$ cat src/hw/oper_state_pkg.sv
// Constants and types for the remote/local operating state machine.
// Assumes one 25 MHz clock and an active-low asynchronous reset.
//
// Summary of operation
// - Local state accepts front panel and lets every remote command run.
// - Local with lockout acts as local; REN asserted plus listener addressing goes to remote lockout.
// - Bus lockout message with REN asserted, or serial lockout command, moves local to local with lockout.
// - REN asserted plus listener addressing moves local to remote.
// - In remote only the power switch and local selection pass.
// - Remote returns to local on panel local selection or GTL.
// - Remote with lockout entered only from remote or local with lockout.
// - Remote with lockout hides local selection; operator cannot request local.
// - GTL in remote with lockout moves to local with lockout.
// - REN released in remote with lockout returns to plain local.

package oper_state_pkg;

  // ----------------------------------------------------------------
  // Front panel and pin layout
  // ----------------------------------------------------------------
  localparam int unsigned PANEL_W    = 8;
  localparam int unsigned POWER_BIT  = 0;
  localparam int unsigned LOCAL_BIT  = 1;
  localparam int unsigned SYNC_W     = PANEL_W + 1;
  localparam int unsigned REN_BIT    = PANEL_W;

  // Keys that still pass while remote, and while remote with lockout
  localparam logic [PANEL_W-1:0] REMOTE_KEEP = 8'h03;
  localparam logic [PANEL_W-1:0] RLOCK_KEEP  = 8'h01;
  localparam logic [PANEL_W-1:0] ALL_KEYS    = 8'hFF;

  // ----------------------------------------------------------------
  // Reset values
  // ----------------------------------------------------------------
  localparam logic [SYNC_W-1:0]  SYNC_RST  = 9'h000;
  localparam logic [PANEL_W-1:0] PANEL_RST = 8'h00;

  // ----------------------------------------------------------------
  // Operating states
  // ----------------------------------------------------------------
  typedef enum logic [1:0] {
    ST_LOCAL,
    ST_LOCAL_LOCK,
    ST_REMOTE,
    ST_REMOTE_LOCK
  } op_state_t;

endpackage : oper_state_pkg

$ cat src/hw/pin_sync_if.sv
// Carrier between the state machine and its pin synchroniser.
// Assumes raw pins are asynchronous to the block clock.
`timescale 1ns/1ps

interface pin_sync_if;
  logic [oper_state_pkg::SYNC_W-1:0] raw;
  logic [oper_state_pkg::SYNC_W-1:0] clean;

  modport sync_side (input raw, output clean);
  modport user_side (output raw, input clean);
endinterface : pin_sync_if

$ cat src/hw/pin_sync.sv
// Two-flop synchroniser for the REN pin and front panel inputs.
// Assumes single clock domain on the output side.
`timescale 1ns/1ps

module pin_sync (
  input  wire logic          clock,
  input  wire logic          arst_n,
  pin_sync_if.sync_side      pins
);

  // ----------------------------------------------------------------
  // Per-bit double flop
  // ----------------------------------------------------------------
  genvar b;
  generate
    for (b = 0; b < oper_state_pkg::SYNC_W; b++) begin : g_bit
      logic meta_r;
      logic hold_r;

      // First stage feeds only the second stage
      always_ff @(posedge clock or negedge arst_n) begin
        if (!arst_n) begin
          meta_r <= oper_state_pkg::SYNC_RST[b];
          hold_r <= oper_state_pkg::SYNC_RST[b];
        end else begin
          meta_r <= pins.raw[b];
          hold_r <= meta_r;
        end
      end

      assign pins.clean[b] = hold_r;
    end
  endgenerate

endmodule : pin_sync

$ cat src/hw/oper_state_fsm.sv
// Remote/local/lockout operating state machine with front panel gating.
// Assumes bus message strobes are one-cycle pulses on this clock; REN and
// panel keys are raw pins.
`timescale 1ns/1ps

module oper_state_fsm (
  input  wire logic                                clock,
  input  wire logic                                arst_n,
  input  wire logic                                ren_pin,
  input  wire logic [oper_state_pkg::PANEL_W-1:0]  panel_pin,
  input  wire logic                                listen_addr,
  input  wire logic                                gtl_msg,
  input  wire logic                                llo_msg,
  input  wire logic                                serial_lockout,
  input  wire logic                                remote_cmd_valid,
  output logic [oper_state_pkg::PANEL_W-1:0]       panel_keys,
  output logic                                     remote_cmd_exec,
  output logic                                     remote_mode,
  output logic                                     lockout_mode,
  output logic                                     local_ctl_shown,
  output logic [1:0]                               state_code
);

  // ----------------------------------------------------------------
  // Pin synchronisation
  // ----------------------------------------------------------------
  pin_sync_if sync_bus ();

  assign sync_bus.raw = {ren_pin, panel_pin};

  pin_sync u_sync (
    .clock  (clock),
    .arst_n (arst_n),
    .pins   (sync_bus)
  );

  logic                               ren_s;
  logic [oper_state_pkg::PANEL_W-1:0] panel_s;

  assign ren_s   = sync_bus.clean[oper_state_pkg::REN_BIT];
  assign panel_s = sync_bus.clean[oper_state_pkg::PANEL_W-1:0];

  // ----------------------------------------------------------------
  // Registers
  // ----------------------------------------------------------------
  oper_state_pkg::op_state_t          state_r;
  oper_state_pkg::op_state_t          state_nxt;
  logic                               local_prev_r;
  logic [oper_state_pkg::PANEL_W-1:0] panel_keys_r;
  logic [oper_state_pkg::PANEL_W-1:0] panel_keys_nxt;
  logic                               cmd_exec_r;
  logic                               remote_r;
  logic                               lockout_r;
  logic                               shown_r;

  // ----------------------------------------------------------------
  // Event decode
  // ----------------------------------------------------------------
  logic local_rise;
  logic lock_req;
  logic remote_req;
  logic back_local;

  // Panel local selection, rising edge of synced key
  assign local_rise = panel_s[oper_state_pkg::LOCAL_BIT] & ~local_prev_r;
  // Bus lockout needs REN; serial lockout does not
  assign lock_req   = (llo_msg & ren_s) | serial_lockout;
  // Addressed as listener with REN asserted
  assign remote_req = ren_s & listen_addr;
  // Return from remote by GTL or panel local selection
  assign back_local = gtl_msg | local_rise;

  // ----------------------------------------------------------------
  // Next state
  // ----------------------------------------------------------------
  always_comb begin
    state_nxt = state_r;
    unique case (state_r)
      oper_state_pkg::ST_LOCAL: begin
        if (lock_req) begin
          state_nxt = oper_state_pkg::ST_LOCAL_LOCK;
        end else if (remote_req) begin
          state_nxt = oper_state_pkg::ST_REMOTE;
        end
      end
      oper_state_pkg::ST_LOCAL_LOCK: begin
        if (!ren_s) begin
          state_nxt = oper_state_pkg::ST_LOCAL;
        end else if (remote_req) begin
          state_nxt = oper_state_pkg::ST_REMOTE_LOCK;
        end
      end
      oper_state_pkg::ST_REMOTE: begin
        if (!ren_s || back_local) begin
          state_nxt = oper_state_pkg::ST_LOCAL;
        end else if (lock_req) begin
          state_nxt = oper_state_pkg::ST_REMOTE_LOCK;
        end
      end
      oper_state_pkg::ST_REMOTE_LOCK: begin
        if (!ren_s) begin
          state_nxt = oper_state_pkg::ST_LOCAL;
        end else if (gtl_msg) begin
          state_nxt = oper_state_pkg::ST_LOCAL_LOCK;
        end
      end
    endcase
  end

  // ----------------------------------------------------------------
  // Output decode from the next state
  // ----------------------------------------------------------------
  logic                               nxt_remote;
  logic                               nxt_lockout;
  logic [oper_state_pkg::PANEL_W-1:0] key_mask;

  assign nxt_remote  = (state_nxt == oper_state_pkg::ST_REMOTE) ||
                       (state_nxt == oper_state_pkg::ST_REMOTE_LOCK);
  assign nxt_lockout = (state_nxt == oper_state_pkg::ST_LOCAL_LOCK) ||
                       (state_nxt == oper_state_pkg::ST_REMOTE_LOCK);

  // Panel keys gated by state
  assign key_mask =
    (state_nxt == oper_state_pkg::ST_REMOTE_LOCK) ?
      oper_state_pkg::RLOCK_KEEP :
    (state_nxt == oper_state_pkg::ST_REMOTE) ?
      oper_state_pkg::REMOTE_KEEP :
      oper_state_pkg::ALL_KEYS;

  assign panel_keys_nxt = panel_s & key_mask;

  // ----------------------------------------------------------------
  // State and output flops
  // ----------------------------------------------------------------
  always_ff @(posedge clock or negedge arst_n) begin
    if (!arst_n) begin
      state_r <= oper_state_pkg::ST_LOCAL;
    end else begin
      state_r <= state_nxt;
    end
  end

  // Edge history for local selection
  always_ff @(posedge clock or negedge arst_n) begin
    if (!arst_n) begin
      local_prev_r <= 1'b0;
    end else begin
      local_prev_r <= panel_s[oper_state_pkg::LOCAL_BIT];
    end
  end

  // Registered outputs
  always_ff @(posedge clock or negedge arst_n) begin
    if (!arst_n) begin
      panel_keys_r <= oper_state_pkg::PANEL_RST;
      cmd_exec_r   <= 1'b0;
      remote_r     <= 1'b0;
      lockout_r    <= 1'b0;
      shown_r      <= 1'b0;
    end else begin
      panel_keys_r <= panel_keys_nxt;
      cmd_exec_r   <= remote_cmd_valid;
      remote_r     <= nxt_remote;
      lockout_r    <= nxt_lockout;
      shown_r      <= (state_nxt == oper_state_pkg::ST_REMOTE);
    end
  end

  assign panel_keys      = panel_keys_r;
  assign remote_cmd_exec = cmd_exec_r;
  assign remote_mode     = remote_r;
  assign lockout_mode    = lockout_r;
  assign local_ctl_shown = shown_r;
  assign state_code      = state_r;
endmodule : oper_state_fsm

$ cat config.mk
export PLATFORM = sky130hd
export DESIGN_NAME = oper_state_fsm
export DESIGN_NICKNAME = d
export VERILOG_FILES = /design/src/hw/oper_state_pkg.sv /design/src/hw/pin_sync_if.sv /design/src/hw/pin_sync.sv /design/src/hw/oper_state_fsm.sv
export SDC_FILE = /design/constraint.sdc
export NUM_CORES = 1
export LEC_CHECK = 0
export BUFFER_PORTS_ARGS = -buffer_cell sky130_fd_sc_hd__buf_2
export CAP_MARGIN = 15
export CORE_AREA = 4 4 46 64
export CTS_CLUSTER_SIZE = 12
export DETAILED_ROUTE_END_ITERATION = 8
export DIE_AREA = 0 0 50 68
export HOLD_SLACK_MARGIN = 0.08
export MAX_ROUTING_LAYER = met4
export PLACE_DENSITY = 0.64
export SETUP_SLACK_MARGIN = 0.2
export SYNTH_ARGS = -nofsm -noshare
export SYNTH_HDL_FRONTEND = slang
export SYNTH_SLANG_ARGS = --single-unit
export TNS_END_PERCENT = 100
$ cat constraint.sdc
create_clock -name clock -period 1.6 [get_ports clock]
set_input_delay 0.24 -clock clock [delete_from_list [all_inputs] [get_ports clock]]
set_output_delay 0.24 -clock clock [all_outputs]
set_load 0.02 [all_outputs]
==> impl_metrics.tcl <==
set metrics [dict create \
    instances_no_fill 139 \
    path_buf_inv 0 \
    placed_cells 119 \
    total_power_mw 1.67 \
    worst_slew_pin_slew_ns 0.641 \
    io_pins 30 \
    relSlewSlack 0.573 \
    start_util 0.407 \
    dr.pass1.iters 2 \
    seq_area_sq_um 802 \
    power_frac_seq 0.534 \
    die_h_microns 68 \
    cts_sinks 32 \
    fillCellCount 202 \
    gp_congestion 0.858 \
    grtUsageMet3 0.0349 \
    worst_path_max_delay_cell "dfrtp_2" \
    die_w_microns 50 \
    cts-root-buf "clkbuf_4" \
    yosysWarnings 0 \
    synth-edff-count 0 \
    worst_slack_ns 0.262 \
    path_class "reg -> reg" \
    num-nets-final 120 \
    synth_top_area_frac 0.823 \
    p_comb_frac 0.127 \
    wl_per_cell_microns 9.82 \
    pre_cts_ws_ns 0.232 \
    clock_path_buffers 2 \
    p_int_mw 1.29 \
    path_clk_slew_ns 0.09 \
    cp-end-kind "flip-flop" \
    multiInputGateArea_sq_um 171 \
    path_max_fanout 8 \
    syn_nets 73 \
    ant_nets 0 \
    synth-seq-cells 32 \
    rows 21 \
    synth_area_sq_um 973 \
    drv_cap 0 \
    area_growth_pct 40.4 \
    switchingPower_mw 0.381 \
    dieArea_sq_mm 0.00340 \
    portBuffers 29 \
    synth_area_leader_cell "dfrtp_1" \
    grt_pass1_wl_microns 2240 \
    hp-class "in -> reg" \
    yosysMostFrequentCell "dfrtp_1" \
    globalRouteMet1Util 0.0783 \
    antenna_found_initial 0 \
    peakVddDrop_mv 0.598 \
    core_sq_mm 0.00239 \
    grt_max_degree 33 \
    grt_pass1_vias 581 \
    cts_buffers 5 \
    ys_types 18 \
    ys.flop_type "dfrtp_1" \
    cp_top_family "simple AND/OR/NAND/NOR gates" \
    finish.utilization 0.571 \
    fmax_mhz 747 \
    arrival_ns 1.55 \
    grt-ovfl-total 0 \
    grt_busiest_layer "met2" \
    final_hold_viol_count 0 \
    p_leak_nw 0.656 \
    globalRouteTotalUtil 0.0971 \
    async_reset_ff_frac 1.00 \
    wl_microns 1370 \
    finClkSkew_ns 0.00365 \
    clk-insertion-delay-late_ns 0.31 \
    ys_top_cells_by_area "dfrtp_1 (82%), and2_1 (3.9%), o31a_1 (1.8%), a211oi_2 (1.3%), nor3b_2 (1.3%)" \
    h-tree-depth 2 \
    slowest_delay_ns 0.44 \
    vias 587 \
    yosys-top-cells-count "dfrtp_1 (32), and2_1 (6), inv_1 (2), o21ai_0 (2), o31a_1 (2)" \
    powerDensity_mw_per_mm2 1220 \
    grt.met2_usage 0.167 \
    status "complete, no violations" \
    final-setup-viol-count 0 \
    yosysSeqAreaShare 0.823 \
    cp.required_ns 1.81 \
    diodes 0 \
    final-max-slew-violation-count 0 \
    synth_area_per_cell_sq_um 17.1 \
    setup_tns_ns 0 \
    drive_gt1_frac 0.448 \
    min_period_over_period 0.836 \
    viasPerCell 4.22 \
    period_minus_slack_ns 1.34 \
    syn_inst 57 \
    clkPwrFrac 0.339 \
    grt_setup_unrepaired "true" \
    crit_path_cell_trace "nand2b_2, nor4_2, a211oi_4, and2_1" \
    tritoncts "yes" \
    drc 0 \
    drt_iter0_markers 10 \
    crit_path_start_kind "flip-flop" \
    sw_frac_of_total 0.229 \
]
-- through the flow --
stage / hold WS [ns] / cell area [sq um]
5_1_grt: 0.356 / 1370
3_3_place_gp: 0.294 / 1150
6_report: 0.314 / 1370
2_1_floorplan: -0.0556 / 973
4_1_cts: 0.288 / 1340
3_5_place_dp: 0.303 / 1150
-- kinds of logic (layout without fill, tap and decap cells) --
family                 count (synthesis)  in the layout  synth area share
AO/OA/AOI/OAI                          7              7            0.0578
buffers and inverters                  4             52            0.0193
flip-flops                            32             32             0.823
AND/OR/NAND/NOR                       14             14             0.100
-- worst paths after layout --
path / slack (ns) / startpoint / end / depth (start not counted)
min in group asynchronous: 0.49 / arst_n / lockout_mode / 2
max in group asynchronous: 0.66 / arst_n / state_code[1] / 2
worst min register to register: 0.35 / u_sync.g_bit[0].meta_r / u_sync.g_bit[0].hold_r / 0
worst max register to register: 0.26 / state_code[1] / panel_keys[7] / 4
worst max-delay path: 0.26 / state_code[1] / panel_keys[7] / 4
worst min-delay path: 0.31 / serial_lockout / lockout_mode / 4
-- what timing repair did --
item | 4_1_cts | 5_1_grt
hold buffers | 11 | 0
setup buffers | 0 | 1
endpoints found under the setup margin | 0 | 9
gates resized for setup | 0 | 4
endpoints found under the hold margin | 42 | 0
-- cell usage in the layout, fill, tap and decap left out, types with 2 or more instances in the layout --
master / Yosys / final
and2_1: 6 / 6
buf_2: 0 / 29
clkbuf_4: 0 / 5
dfrtp_1: 32 / 31
dlygate4sd3_1: 0 / 11
inv_1: 2 / 2
o21ai_0: 2 / 2
o31a_1: 2 / 2
-- registers in the layout, indices dropped and copies added, names as in the netlist --
register             cells
state_code               2
panel_keys               8
lockout_mode             1
u_sync.g_bit.meta_r      9
local_ctl_shown          1
u_sync.g_bit.hold_r      9
remote_cmd_exec          1
local_prev_r             1
-- power by group through the flow --
stage               Sequential (mW)  Combinational (mW)  Clock (mW)
floorplan                     0.951              0.0589           0
global placement              0.903               0.180           0
detailed placement            0.907               0.181           0
CTS                           0.890               0.202       0.587
global route                  0.901               0.232       0.623
finish                        0.891               0.212       0.565
-- worst reg2reg max path, delay by kind of cell, from the launching register on --
family	cells	cell delay, ns
AND/OR/NAND/NOR	3	0.70
AO/OA/AOI/OAI	1	0.10
flip-flops	1	0.44
-- metal layers --
| metal | routed length [microns] | up-vias | share of wire |
|---|---|---|---|
| met2 | 746 | 21 | 0.55 |
| met5 | 0 | - | 0 |
| li1 | - | 279 | - |
| met1 | 467 | 280 | 0.34 |
| met3 | 101 | 7 | 0.074 |
| met4 | 49 | 0 | 0.036 |
-- cell type report --
type                       instances  share of cell area
multi-input combinational         21               0.125
inverter                           3             0.00824
clock inverter                     2              0.0256
tap                               34              0.0311
timing repair buffer              41               0.192
clock buffer                       6              0.0302
sequential                        32               0.587
Power figures use the tool's default switching activity.
